File: config.mk
export PLATFORM = sky130hd
export DESIGN_NAME = dspt_timer
export DESIGN_NICKNAME = d
export VERILOG_FILES = /design/src/rtl/dspt_pkg.sv /design/src/rtl/dspt_regbus_if.sv /design/src/rtl/dspt_timer.sv /design/src/rtl/dspt_ahb_slave.sv
export VERILOG_INCLUDE_DIRS = /design/src /design/src/rtl
export SDC_FILE = /design/constraint.sdc
export NUM_CORES = 1
export LEC_CHECK = 0
export CELL_PAD_IN_SITES_DETAIL_PLACEMENT = 0
export CELL_PAD_IN_SITES_GLOBAL_PLACEMENT = 2
export CORE_AREA = 2 2 155 157
export DETAILED_ROUTE_END_ITERATION = 6
export DIE_AREA = 0 0 157 159
export DONT_BUFFER_PORTS = 1
export PLACE_DENSITY_LB_ADDON = 0.15
export RECOVER_POWER = 50
export SYNTH_ARGS = -nofsm -noshare
export SYNTH_HDL_FRONTEND = slang
export SYNTH_SLANG_ARGS = --single-unit
File: constraint.sdc
create_clock -name sys_clk -period 2.4 [get_ports sys_clk]
set_input_delay 0.48 -clock sys_clk [delete_from_list [all_inputs] [get_ports sys_clk]]
set_output_delay 0.48 -clock sys_clk [all_outputs]
set_load 0.05 [all_outputs]
File: src/rtl/dspt_consts.svh
/*
  Offsets, field positions, reset values and prescaler counts of the
  dual-slope PWM timer. Assumes a 32-bit bus with one register per word.
*/
`ifndef DSPT_CONSTS_SVH
`define DSPT_CONSTS_SVH
`define DSPT_OFS_CTRL_A 8'h00
`define DSPT_OFS_CTRL_B 8'h04
`define DSPT_OFS_PIN 8'h08
`define DSPT_OFS_FLAGS 8'h0c
`define DSPT_OFS_CNT_LO 8'h10
`define DSPT_OFS_CNT_HI 8'h14
`define DSPT_OFS_CMPA_LO 8'h18
`define DSPT_OFS_CMPA_HI 8'h1c
`define DSPT_OFS_CMPB_LO 8'h20
`define DSPT_OFS_CMPB_HI 8'h24
`define DSPT_OFS_CAP_LO 8'h28
`define DSPT_OFS_CAP_HI 8'h2c
`define DSPT_COM_A_POS 6
`define DSPT_COM_B_POS 4
`define DSPT_PRESC_POS 4
`define DSPT_FLAG_OVF 0
`define DSPT_FLAG_CMPA 1
`define DSPT_FLAG_CMPB 2
`define DSPT_FLAG_CAP 3
`define DSPT_MODE_TOP_CAPTURE 4'h8
`define DSPT_MODE_TOP_CMPA 4'h9
`define DSPT_BOTTOM 16'h0000
`define DSPT_RST_BYTE 8'h00
`define DSPT_RST_WORD 16'h0000
`define DSPT_PRESC_STOP 3'h0
`define DSPT_PRESC_1 3'h1
`define DSPT_PRESC_8 3'h2
`define DSPT_PRESC_64 3'h3
`define DSPT_PRESC_256 3'h4
`define DSPT_PRESC_1024 3'h5
`define DSPT_LAST_1 10'h000
`define DSPT_LAST_8 10'h007
`define DSPT_LAST_64 10'h03f
`define DSPT_LAST_256 10'h0ff
`define DSPT_LAST_1024 10'h3ff
`endif

File: src/rtl/dspt_pkg.sv
/*
  Types of the dual-slope PWM timer.
  Assumes nothing beyond a SystemVerilog compiler.
*/
`default_nettype none
package dspt_pkg;
    typedef logic [15:0] dspt_word_type;
    typedef enum logic [1:0] {
        COM_OFF,
        COM_TOGGLE,
        COM_NONINV,
        COM_INV
    } dspt_com_type;
endpackage : dspt_pkg
`default_nettype wire

File: src/rtl/dspt_regbus_if.sv
/*
  Byte register strobes between the bus slave and the timer core.
  Assumes both ends run on the same clock.
*/
`timescale 1ns/10ps
`default_nettype none
interface dspt_regbus_if;
    logic wrStb;
    logic rdStb;
    logic [7:0] addr;
    logic [7:0] wdata;
    logic [7:0] rdata;
    modport bus (output wrStb, output rdStb, output addr, output wdata, input rdata);
    modport regs (input wrStb, input rdStb, input addr, input wdata, output rdata);
endinterface : dspt_regbus_if
`default_nettype wire

File: src/rtl/dspt_timer.sv
/*
  Dual-slope PWM timer with two compare channels, 16-bit registers
  reached as byte pairs through one shared high-byte latch.
  Assumes an AHB-Lite master on sys_clk and pins driven from the
  output and enable signals by the pad logic outside.
*/
// Implementation choices: register access over AHB-Lite and the placing of the registers.
// How it works
// - Mode 8 takes top from capture, mode 9 from compare A.
// - Counter runs up from 0x0000 to top, then back down.
// - Top value is held for exactly one timer tick.
// - Non-inverting clears on up match, sets on down match.
// - Output mode two gives normal PWM, three gives inverted PWM.
// - The pin is only driven when its direction bit is set.
// - Active compare values load from buffers at bottom.
// - Overflow flag sets in the tick of the bottom update.
// - Compare-A or capture flag sets when the counter reaches top.
// - A channel flag sets when the count equals its compare value.
// - Top below a compare value means that channel never matches.
// - Top may range from 0x0003 up to 0xffff.
// - Non-inverting compare at bottom gives steady low, at top steady high.
// - Period is two times top ticks; tick is clock over 1 to 1024.
// - All logic is on sys_clk; the tick is only an enable.
// - Sixteen-bit registers share one 8-bit high-byte latch.
// - A low-byte write loads latch and low byte together.
// - A counter or capture low-byte read copies the high byte into the latch.
// - Compare reads return both bytes directly, latch untouched.
// - Mode 0 disconnects; mode 1 toggles A when top bit set.
// - Any connected output mode overrides the pin's port value.
`timescale 1ns/10ps
`default_nettype none
`include "dspt_consts.svh"
module dspt_timer (
    input wire logic sys_clk,
    input wire logic rst,
    input wire logic [31:0] haddr,
    input wire logic hsel,
    input wire logic [1:0] htrans,
    input wire logic hwrite,
    input wire logic [31:0] hwdata,
    input wire logic hready,
    output logic [31:0] hrdata,
    output logic hreadyout,
    output logic hresp,
    output logic waveOutA,
    output logic waveOutAOe,
    output logic waveOutB,
    output logic waveOutBOe
);
    import dspt_pkg::*;

    // ---------------------------------------------
    // Bus front end
    // ---------------------------------------------
    dspt_regbus_if regBus ();

    dspt_ahb_slave u_bus (
        .sys_clk(sys_clk),
        .rst(rst),
        .haddr(haddr),
        .hsel(hsel),
        .htrans(htrans),
        .hwrite(hwrite),
        .hwdata(hwdata),
        .hready(hready),
        .hrdata(hrdata),
        .hreadyout(hreadyout),
        .hresp(hresp),
        .regs(regBus.bus)
    );

    // ---------------------------------------------
    // State
    // ---------------------------------------------
    dspt_com_type compare_output_mode [2];
    logic [3:0] waveform_mode_sel;
    logic [2:0] prescaleSel;
    logic [1:0] pin_direction_bit;
    logic [1:0] portBit;
    logic [3:0] flagBits;
    logic [3:0] flagSet;
    logic [3:0] flagClr;
    dspt_word_type timer_count;
    dspt_word_type compareBuf [2];
    dspt_word_type compare_value [2];
    dspt_word_type capture_top_value;
    dspt_word_type topValue;
    logic [7:0] highLatch;
    logic countUp;
    logic [9:0] prescaleCount;
    logic [9:0] prescaleLast;
    logic timer_tick;
    logic [1:0] wave_out;
    logic [1:0] pinOut;
    logic [1:0] pinOe;
    logic [1:0] match;
    logic running;
    logic atTop;
    logic atBottom;
    logic matchUp;
    logic step;
    logic wrLo;
    logic [7:0] wdata;
    dspt_word_type wordIn;

    assign wdata = regBus.wdata;
    assign wordIn = {highLatch, wdata};
    assign wrLo = regBus.wrStb;

    // ---------------------------------------------
    // Control registers
    // ---------------------------------------------
    always_ff @(posedge sys_clk) begin
        if (rst) begin
            compare_output_mode[0] <= COM_OFF;
            compare_output_mode[1] <= COM_OFF;
            waveform_mode_sel <= 4'h0;
            prescaleSel <= `DSPT_PRESC_STOP;
            pin_direction_bit <= 2'b00;
            portBit <= 2'b00;
        end else if (regBus.wrStb) begin
            if (regBus.addr == `DSPT_OFS_CTRL_A) begin
                compare_output_mode[0] <= dspt_com_type'(wdata[`DSPT_COM_A_POS +: 2]);
                compare_output_mode[1] <= dspt_com_type'(wdata[`DSPT_COM_B_POS +: 2]);
            end
            if (regBus.addr == `DSPT_OFS_CTRL_B) begin
                waveform_mode_sel <= wdata[3:0];
                prescaleSel <= wdata[`DSPT_PRESC_POS +: 3];
            end
            if (regBus.addr == `DSPT_OFS_PIN) begin
                pin_direction_bit <= wdata[1:0];
                portBit <= wdata[3:2];
            end
        end
    end

    // ---------------------------------------------
    // Shared high-byte latch
    // ---------------------------------------------
    // A second 16-bit access between the two halves of another one
    // corrupts it; software must keep the pair atomic.
    // one shared latch
    always_ff @(posedge sys_clk) begin
        if (rst) begin
            highLatch <= `DSPT_RST_BYTE;
        end else if (regBus.wrStb && (regBus.addr == `DSPT_OFS_CNT_HI
                || regBus.addr == `DSPT_OFS_CMPA_HI
                || regBus.addr == `DSPT_OFS_CMPB_HI
                || regBus.addr == `DSPT_OFS_CAP_HI)) begin
            highLatch <= wdata;
        end else if (regBus.rdStb && regBus.addr == `DSPT_OFS_CNT_LO) begin
            highLatch <= timer_count[15:8];
        end else if (regBus.rdStb && regBus.addr == `DSPT_OFS_CAP_LO) begin
            highLatch <= capture_top_value[15:8];
        end
    end

    // ---------------------------------------------
    // Read mux
    // ---------------------------------------------
    always_comb begin
        unique case (regBus.addr)
            `DSPT_OFS_CTRL_A: regBus.rdata = {compare_output_mode[0],
                                              compare_output_mode[1], 4'h0};
            `DSPT_OFS_CTRL_B: regBus.rdata = {1'b0, prescaleSel, waveform_mode_sel};
            `DSPT_OFS_PIN: regBus.rdata = {4'h0, portBit, pin_direction_bit};
            `DSPT_OFS_FLAGS: regBus.rdata = {4'h0, flagBits};
            `DSPT_OFS_CNT_LO: regBus.rdata = timer_count[7:0];
            `DSPT_OFS_CNT_HI: regBus.rdata = highLatch;
            `DSPT_OFS_CMPA_LO: regBus.rdata = compareBuf[0][7:0];
            `DSPT_OFS_CMPA_HI: regBus.rdata = compareBuf[0][15:8];
            `DSPT_OFS_CMPB_LO: regBus.rdata = compareBuf[1][7:0];
            `DSPT_OFS_CMPB_HI: regBus.rdata = compareBuf[1][15:8];
            `DSPT_OFS_CAP_LO: regBus.rdata = capture_top_value[7:0];
            `DSPT_OFS_CAP_HI: regBus.rdata = highLatch;
            default: regBus.rdata = 8'h00;
        endcase
    end

    // ---------------------------------------------
    // Prescaler
    // ---------------------------------------------
    always_comb begin
        unique case (prescaleSel)
            `DSPT_PRESC_1: prescaleLast = `DSPT_LAST_1;
            `DSPT_PRESC_8: prescaleLast = `DSPT_LAST_8;
            `DSPT_PRESC_64: prescaleLast = `DSPT_LAST_64;
            `DSPT_PRESC_256: prescaleLast = `DSPT_LAST_256;
            `DSPT_PRESC_1024: prescaleLast = `DSPT_LAST_1024;
            default: prescaleLast = `DSPT_LAST_1;
        endcase
    end

    always_ff @(posedge sys_clk) begin
        if (rst || !running || prescaleSel == `DSPT_PRESC_STOP
                || prescaleSel > `DSPT_PRESC_1024) begin
            prescaleCount <= 10'h000;
            timer_tick <= 1'b0;
        end else if (prescaleCount == prescaleLast) begin
            prescaleCount <= 10'h000;
            timer_tick <= 1'b1;
        end else begin
            prescaleCount <= prescaleCount + 10'h001;
            timer_tick <= 1'b0;
        end
    end

    // ---------------------------------------------
    // Counter
    // ---------------------------------------------
    // Only modes 8 and 9 run; any other mode holds the counter.
    assign running = waveform_mode_sel == `DSPT_MODE_TOP_CAPTURE
                  || waveform_mode_sel == `DSPT_MODE_TOP_CMPA;
    assign topValue = (waveform_mode_sel == `DSPT_MODE_TOP_CMPA)
                    ? compare_value[0] : capture_top_value;
    assign atTop = timer_count == topValue;
    assign atBottom = timer_count == `DSPT_BOTTOM;
    assign step = timer_tick && running;

    always_ff @(posedge sys_clk) begin
        if (rst) begin
            timer_count <= `DSPT_RST_WORD;
            countUp <= 1'b1;
        end else if (wrLo && regBus.addr == `DSPT_OFS_CNT_LO) begin
            timer_count <= wordIn;
        end else if (step) begin
            if (atBottom) begin
                timer_count <= timer_count + 16'h0001;
                countUp <= 1'b1;
            end else if (atTop) begin
                timer_count <= timer_count - 16'h0001;
                countUp <= 1'b0;
            end else if (countUp) begin
                timer_count <= timer_count + 16'h0001;
            end else begin
                timer_count <= timer_count - 16'h0001;
            end
        end
    end

    always_ff @(posedge sys_clk) begin
        if (rst) begin
            capture_top_value <= `DSPT_RST_WORD;
        end else if (wrLo && regBus.addr == `DSPT_OFS_CAP_LO) begin
            capture_top_value <= wordIn;
        end
    end

    // A match at top counts as down-counting and at bottom as up-counting,
    // so compare at top or bottom gives a steady level, not a spike.
    // extreme compare values
    assign matchUp = atBottom ? 1'b1 : (atTop ? 1'b0 : countUp);

    // ---------------------------------------------
    // Compare channels
    // ---------------------------------------------
    for (genvar ch = 0; ch < 2; ch++) begin : g_chan
        localparam logic [7:0] OFS_LO = (ch == 0) ? `DSPT_OFS_CMPA_LO : `DSPT_OFS_CMPB_LO;
        logic connected;

        always_ff @(posedge sys_clk) begin
            if (rst) begin
                compareBuf[ch] <= `DSPT_RST_WORD;
            end else if (wrLo && regBus.addr == OFS_LO) begin
                compareBuf[ch] <= wordIn;
            end
        end

        always_ff @(posedge sys_clk) begin
            if (rst) begin
                compare_value[ch] <= `DSPT_RST_WORD;
            end else if (!running || (step && atBottom)) begin
                compare_value[ch] <= compareBuf[ch];
            end
        end

        assign match[ch] = step && timer_count == compare_value[ch];

        always_ff @(posedge sys_clk) begin
            if (rst) begin
                wave_out[ch] <= 1'b0;
            end else if (match[ch]) begin
                unique case (compare_output_mode[ch])
                    COM_NONINV: wave_out[ch] <= !matchUp;
                    COM_INV: wave_out[ch] <= matchUp;
                    COM_TOGGLE: wave_out[ch] <= (ch == 0 && waveform_mode_sel[3])
                                              ? !wave_out[ch] : wave_out[ch];
                    COM_OFF: wave_out[ch] <= wave_out[ch];
                endcase
            end
        end

        assign connected = compare_output_mode[ch] == COM_NONINV
                        || compare_output_mode[ch] == COM_INV
                        || (compare_output_mode[ch] == COM_TOGGLE && ch == 0
                            && waveform_mode_sel[3]);

        always_ff @(posedge sys_clk) begin
            if (rst) begin
                pinOut[ch] <= 1'b0;
                pinOe[ch] <= 1'b0;
            end else begin
                pinOut[ch] <= connected ? wave_out[ch] : portBit[ch];
                pinOe[ch] <= pin_direction_bit[ch];
            end
        end
    end

    // ---------------------------------------------
    // Flags
    // ---------------------------------------------
    // overflow at bottom update
    assign flagSet[`DSPT_FLAG_OVF] = step && atBottom;
    assign flagSet[`DSPT_FLAG_CMPA] = match[0]
        || (step && atTop && waveform_mode_sel == `DSPT_MODE_TOP_CMPA);
    assign flagSet[`DSPT_FLAG_CMPB] = match[1];
    assign flagSet[`DSPT_FLAG_CAP] = step && atTop
        && waveform_mode_sel == `DSPT_MODE_TOP_CAPTURE;
    assign flagClr = (regBus.wrStb && regBus.addr == `DSPT_OFS_FLAGS) ? wdata[3:0] : 4'h0;

    // Set beats a same-cycle write-one clear so no event is lost.
    for (genvar f = 0; f < 4; f++) begin : g_flag
        always_ff @(posedge sys_clk) begin
            if (rst) begin
                flagBits[f] <= 1'b0;
            end else begin
                flagBits[f] <= flagSet[f] || (flagBits[f] && !flagClr[f]);
            end
        end
    end

    // ---------------------------------------------
    // Pins
    // ---------------------------------------------
    assign waveOutA = pinOut[0];
    assign waveOutAOe = pinOe[0];
    assign waveOutB = pinOut[1];
    assign waveOutBOe = pinOe[1];
endmodule : dspt_timer
`default_nettype wire

File: src/rtl/dspt_ahb_slave.sv
/*
  AHB-Lite slave front end: one wait state per transfer, then OKAY.
  Assumes single word transfers and that this slave's hreadyout is hready.
*/
`timescale 1ns/10ps
`default_nettype none
module dspt_ahb_slave (
    input wire logic sys_clk,
    input wire logic rst,
    input wire logic [31:0] haddr,
    input wire logic hsel,
    input wire logic [1:0] htrans,
    input wire logic hwrite,
    input wire logic [31:0] hwdata,
    input wire logic hready,
    output logic [31:0] hrdata,
    output logic hreadyout,
    output logic hresp,
    dspt_regbus_if.bus regs
);
    logic pend;
    logic writeQ;
    logic [7:0] addrQ;

    // ---------------------------------------------
    // Transfer tracking
    // ---------------------------------------------
    // The wait state lets read data come from a flip-flop.
    always_ff @(posedge sys_clk) begin
        if (rst) begin
            pend <= 1'b0;
            writeQ <= 1'b0;
            addrQ <= 8'h00;
            hreadyout <= 1'b1;
        end else if (hsel && htrans[1] && hready) begin
            pend <= 1'b1;
            writeQ <= hwrite;
            addrQ <= haddr[7:0];
            hreadyout <= 1'b0;
        end else begin
            pend <= 1'b0;
            hreadyout <= 1'b1;
        end
    end

    always_ff @(posedge sys_clk) begin
        if (rst) begin
            hrdata <= 32'h0000_0000;
            hresp <= 1'b0;
        end else begin
            hresp <= 1'b0;
            if (pend && !writeQ) begin
                hrdata <= {24'h00_0000, regs.rdata};
            end
        end
    end

    assign regs.wrStb = pend && writeQ;
    assign regs.rdStb = pend && !writeQ;
    assign regs.addr = addrQ;
    assign regs.wdata = hwdata[7:0];
endmodule : dspt_ahb_slave
`default_nettype wire

# Yosys cells after proc, flatten, opt, wreduce, memory -nomap -nowiden
# Memory sizes are Yosys's and may differ from the RTL's.
# Cells that the tools add are included.
[classes]
addsub = 3
bitwise_logic = 9
n_reduce_logical = 63
magnitude_cmp = 1
n_mux = 43
n_eq_ne = 28
[op_table]
columns = ["operator", "n"]
rows = [
  ["16-bit 2-to-1 mux", 10],
  ["8-bit case mux with 11 select lines", 1],
  ["16-bit == test", 3],
  ["10-bit case mux with 4 select lines", 1],
  ["8-bit by 5-bit == test with 1-bit output (second input constant)", 4],
  ["8-bit by 6-bit == test with 1-bit output (second input constant)", 4],
  ["1-bit logical AND", 24],
  ["8-bit 2-to-1 mux", 3],
  ["1-bit 2-to-1 mux", 23],
  ["16-bit by 1-bit adder with 16-bit output (second input constant)", 1],
  ["8-bit by 4-bit == test with 1-bit output (second input constant)", 2],
  ["16-bit zero test", 1],
  ["1-bit logical OR", 16],
  ["16-bit by 1-bit subtractor with 16-bit output (second input constant)", 1],
  ["10-bit by 1-bit adder with 10-bit output (second input constant)", 1],
  ["10-bit == test", 1],
  ["2-bit == test (second input constant)", 4],
  ["4-bit == test (second input constant)", 2],
  ["8-bit by 3-bit == test with 1-bit output (second input constant)", 1],
  ["1-bit zero test", 8],
  ["8-bit zero test", 1],
  ["2-bit AND reduction", 4],
  ["3-bit by 2-bit == test with 1-bit output (second input constant)", 2],
  ["3-bit == test (second input constant)", 2],
  ["other kinds (15)", 27],
]
[word_totals]
output_inout_bits = 38
memories = 3
register_bits = 92
in_bits = 71
mem_bits_rw = 68
[memory_table]
columns = ["memory", "words", "width", "read_ports", "rd_ports_with_merged_regs", "wr", "line", "source"]
rows = [
  ["compareBuf", 2, 16, 2, 0, 2, "dspt_timer.sv:84", "dspt_word_type compareBuf [2];"],
  ["compare_value", 2, 16, 2, 0, 2, "dspt_timer.sv:85", "dspt_word_type compare_value [2];"],
  ["compare_output_mode", 2, 2, 2, 0, 2, "dspt_timer.sv:75", "dspt_com_type compare_output_mode [2];"],
]

# Longest topological paths before layout
[logic_depth]
ltp_word = 9
mapped_depth = 12
depth_no_buf = 9

# Cells and area by module
# A second synthesis with hierarchy kept.
[unflattened]
cells_unflattened = 935
hier_area_um2 = 8465.6
[by_module_without_submodules]
columns = ["mod", "n_inst", "cells_per_inst", "area_per_inst_um2"]
rows = [
  ["dspt_timer", 1, 820, 7505.9],
  ["dspt_ahb_slave", 1, 115, 959.7],
]

# Worst setup path before layout
# OpenSTA, ideal clock, no wires.
[synth_path]
path_type = "register -> register"
start = "reg timer_count[9]"
end = "mem compare_value[0][0] (netlist name) (enable)"
period_less_slack_ps = 2638
slack_ps = -238
stages_incl_launch_ff = 7
t_required_ps = 2011
arrival_time_ps = 2248
path_cell_list = "dfxtp_1 buf_2 nor3_2 nand3_1 or3_1 or2_2 nand2_1"
[synth_rtl]
columns = ["item", "line", "source"]
rows = [
  ["start, declared", "dspt_timer.sv:83", "dspt_word_type timer_count;"],
  ["start signal, assigned", "dspt_timer.sv:222", "timer_count <= `DSPT_RST_WORD;"],
  ["start signal, assigned", "dspt_timer.sv:225", "timer_count <= wordIn;"],
  ["start signal, assigned", "dspt_timer.sv:228", "timer_count <= timer_count + 16'h0001;"],
  ["end, declared", "dspt_timer.sv:85", ""],
]

# Final worst setup path
[layout_path]
start = "reg waveform_mode_sel[1]"
end = "reg timer_count[11]"
[layout_between]
elab_chain_len = 7
[layout_lines]
columns = ["item", "line", "source"]
rows = [
  ["start, declared", "dspt_timer.sv:76", "logic [3:0] waveform_mode_sel;"],
  ["start signal, assigned", "dspt_timer.sv:127", "waveform_mode_sel <= wdata[3:0];"],
  ["4-bit == test (no line)", "-", ""],
  ["16-bit 2-to-1 mux", "dspt_timer.sv:214", "assign topValue = (waveform_mode_sel == `DSPT_MODE_TOP_CMPA)"],
  ["16-bit == test", "dspt_timer.sv:216", "assign atTop = timer_count == topValue;"],
  ["16-bit 2-to-1 mux", "dspt_timer.sv:230", "end else if (atTop) begin"],
  ["16-bit 2-to-1 mux", "dspt_timer.sv:227", "if (atBottom) begin"],
  ["16-bit 2-to-1 mux", "dspt_timer.sv:226", "end else if (step) begin"],
  ["16-bit 2-to-1 mux", "dspt_timer.sv:224", "end else if (wrLo && regBus.addr == `DSPT_OFS_CNT_LO) begin"],
  ["end signal, assigned", "dspt_timer.sv:225", ""],
  ["end signal, assigned", "dspt_timer.sv:228", ""],
  ["end signal, assigned", "dspt_timer.sv:231", "timer_count <= timer_count - 16'h0001;"],
]
# Parallel ways exist; a longest one is shown, timed or not. The select of a mux whose other input is x is not followed.
# A chain may end at the register's enable or synchronous reset.

==> results_dict.tcl <==
set metrics [dict create \
    max_cap_viol_count 0 \
    synth_edf_count 68 \
    muxShareOfSynthArea_pct 1.72 \
    min-delay-start "rst" \
    dr.first_iter.drc_count 580 \
    yosysWarnings 0 \
    required_ps 2720 \
    grt_max_degree 85 \
    max_freq_ghz 0.370 \
    synth-seq-area-share_pct 47.2 \
    die_y_um 159 \
    cp-start-kind "register" \
    cts_buffers 17 \
    grt_overflow 0 \
    grt_first_pass_wirelength_mm 44.2 \
    synth_top_family_by_area "simple AND/OR/NAND/NOR gates" \
    vias 7319 \
    rr_startpoint "waveform_mode_sel[1]" \
    cts_tree "built" \
    multi_input_area_um2 4180 \
    synth-simple-area-share_pct 25.6 \
    finClkSkew_ps 15.5 \
    rows 56 \
    start_util_pct 35.5 \
    htreeDepth 4 \
    post-place-ws_ps -484 \
    synthCells 901 \
    cts.sinks 160 \
    coreArea_um2 23200 \
    timing.final.crit_share_pct 113 \
    seq_area_um2 3890 \
    cpMostUsedCell "buf_4" \
    cts_max_path_buffers 2 \
    worstSetupEndpointType "register" \
    arrival_ps 3020 \
    portBuffers 0 \
    tightest_slew_ps 734 \
    async_reset_ff_share_pct 0 \
    antenna_found_initial 0 \
    avgSynthCellArea_um2 9.14 \
    fin_ws_ps -301 \
    antenna_left 0 \
    drive_gt1_share_pct 20.7 \
    maxSlewHeadroom_pct 50.8 \
    grt_pass1_vias 7235 \
    routedWlPerCell_um 21.7 \
    synth_cell_types 61 \
    hold_viol 0 \
    ioPinCount 109 \
    cpMaxStageDelayCell "or3_1" \
    ir_worst_vdd_uv 416 \
    power_leakage_nw 3.86 \
    synth_area_leader_cell "edfxtp_1" \
    final-instance-count-excl-fill 1339 \
    nets 1082 \
    synth_ff_type "dfxtp_1" \
    final_core_util_pct 44.4 \
    grt_usage_pct 23.6 \
    drt-pass1-iter-count 7 \
    cts.root.buffer_cell "clkbuf_16" \
    synthTopCellsByArea "edfxtp_1, dfxtp_1, and2_1, nand2_1, nor2_1" \
    p_per_area_nw_per_um2 607 \
    synth_fa_ha_area_share_pct 0.608 \
    clk_pin_slew_worst_paths_ps 70 \
    synth_top_area_share_pct 24.8 \
    place_inst 1297 \
    critical_path.cell_chain "buf_4 > nand4bb_1 > buf_6 > buf_4 > nand2_1 > a32oi_1 > o2111ai_2 > o41ai_4 > nand2_2 > buf_12 > mux2i_1 > or3_1 > and3_1" \
    antenna-diode-count 0 \
    synth_compound_area_share_pct 14.1 \
    synth_area_um2 8230 \
    die_w_um 157 \
    synth_xor_area_share_pct 5.11 \
    max_stage_delay_ps 340 \
    area_growth_syn_to_layout_pct 24.9 \
    rsz0062_at_grt "yes" \
    fillers 2265 \
    clk_latency_ps 430 \
    dp_hpwl_mm 21.6 \
    dieArea_um2 25000 \
    status "finished, violations left" \
    worst-setup-path-type "reg2reg" \
    final_max_slew_viol_count 0 \
    worstSetupStartpoint "waveform_mode_sel[1]" \
    violations "DRC, setup timing" \
    wirelength_mm 29.0 \
    vias_per_cell 5.47 \
    place.gp.congestion 0.898 \
    drc 2 \
    hp-class "in2reg" \
    timing.final.crit_period_ps 2700 \
    ys_ff_latch 160 \
    path_max_fanout 5 \
    finalSetupViolations 81 \
]
[cells in the final DEF, fill, tap and decap left out, drive strengths merged, types with 22 or more instances in the layout]
master,n
inv,22
clkbuf,28
edfxtp,68
nand2,108
nor2,78
conb,25
and2,73
nor3,27
xnor2,28
nand3,33
a21oi,53
dfxtp,92
buf,132
[metal layers]
| layer | GRT usage (%) | routed length (um) | vias to the layer above | share of wire [%] |
|---|---|---|---|---|
| li1 | - | - | 3413 | - |
| met1 | 31.0 | 12400 | 3561 | 43 |
| met2 | 39.7 | 14100 | 291 | 49 |
| met3 | 3.62 | 1590 | 54 | 5.5 |
| met4 | 7.80 | 931 | 0 | 3.2 |
| met5 | 0 | 0 | - | 0 |
[synth_stat cells, drive strengths merged (4+ instances only)]
| master | instances |
|---|---|
| a222oi | 6 |
| buf | 33 |
| nand3 | 33 |
| a22oi | 8 |
| nor2b | 7 |
| nand2b | 7 |
| nand3b | 6 |
| o22ai | 4 |
| ha | 4 |
| nor4 | 20 |
| a22o | 18 |
| nor3 | 27 |
| nand2 | 108 |
| mux2i | 13 |
| a21oi | 53 |
| xnor2 | 28 |
| or3 | 10 |
| clkbuf | 45 |
| edfxtp | 68 |
| a221oi | 21 |
| nand4 | 17 |
| xor2 | 20 |
| inv | 14 |
| nor2 | 78 |
| and2 | 73 |
| dfxtp | 92 |
| a211oi | 5 |
| and3 | 15 |
| o21ai | 14 |
| a31oi | 19 |
[final cells by class]
| type | instances | share of cell area (%) |
|---|---|---|
| clock buffers | 19 | 4.42 |
| well taps | 319 | 3.88 |
| multi-input cells | 673 | 40.7 |
| repair buffers | 141 | 10.9 |
| flip-flops and latches | 160 | 37.8 |
| inverters | 14 | 0.511 |
| clock inverters | 13 | 1.80 |
[what timing repair did]
| action | 4_1_cts | 5_1_grt |
|---|---|---|
| resized for setup | 29 | 32 |
| endpoints found under the setup margin | 82 | 85 |
| endpoints found under the hold margin | 0 | 0 |
| buffers inserted | 7 | 3 |
| pin swaps | 19 | 12 |
| gates cloned | 1 | 0 |
| hold buffers | 0 | 0 |
[worst max-delay path, delay by kind of cell, from the launching register on]
kind / cells / cell delay (ps)
AND/OR/NAND/NOR: 5 / 860
AO/OA/AOI/OAI: 3 / 730
buffers and inverters: 4 / 550
flip-flops: 1 / 330
multiplexers: 1 / 120
[power by group]
| part | switching, mW | total (mW) | internal [mW] |
|---|---|---|---|
| Clock | 1.22 | 2.96 | 1.74 |
| Sequential | 0.0395 | 2.92 | 2.88 |
| Combinational | 0.237 | 0.368 | 0.131 |
| Total | 1.50 | 6.25 | 4.75 |
[metrics by stage]
stage	TNS (ps)	cell area, um^2	power (mW)	hold slack [ps]
2_1_floorplan	-115	8350	3.24	425
3_3_place_gp	-11450	9380	3.30	438
3_5_place_dp	-12660	9380	3.30	446
4_1_cts	-3580	10200	6.28	109
5_1_grt	-14940	10300	6.44	103
6_report	-7740	10300	6.25	125
[cells by family after synthesis]
logic type                 Yosys count
AOI/OAI and AO/OA                  168
DFF                                160
buffers and inverters               92
muxes                               14
other                                1
xor gates and xnor gates            48
and+or+nand+nor                    414
adders and majority gates            4
[registers in the layout, summed over array words and instances (netlist names), 4 cells and up]
signal               flops
compareBuf              32
compare_value           32
capture_top_value       16
timer_count             16
prescaleCount           10
highLatch                8
u_bus.hrdata             8
u_bus.regs.addr          8
compare_output_mode      4
flagBits                 4
waveform_mode_sel        4
[final timing paths]
path / endpoint / slack [ps] / cells past startpoint
setup reg to reg: timer_count[11] / -300 / 13
setup / recovery: timer_count[11] / -300 / 13
hold / removal: prescaleSel[0] / 120 / 1
hold reg to reg: flagBits[0] / 460 / 2
Note: power is estimated with default switching activity, not from simulation.
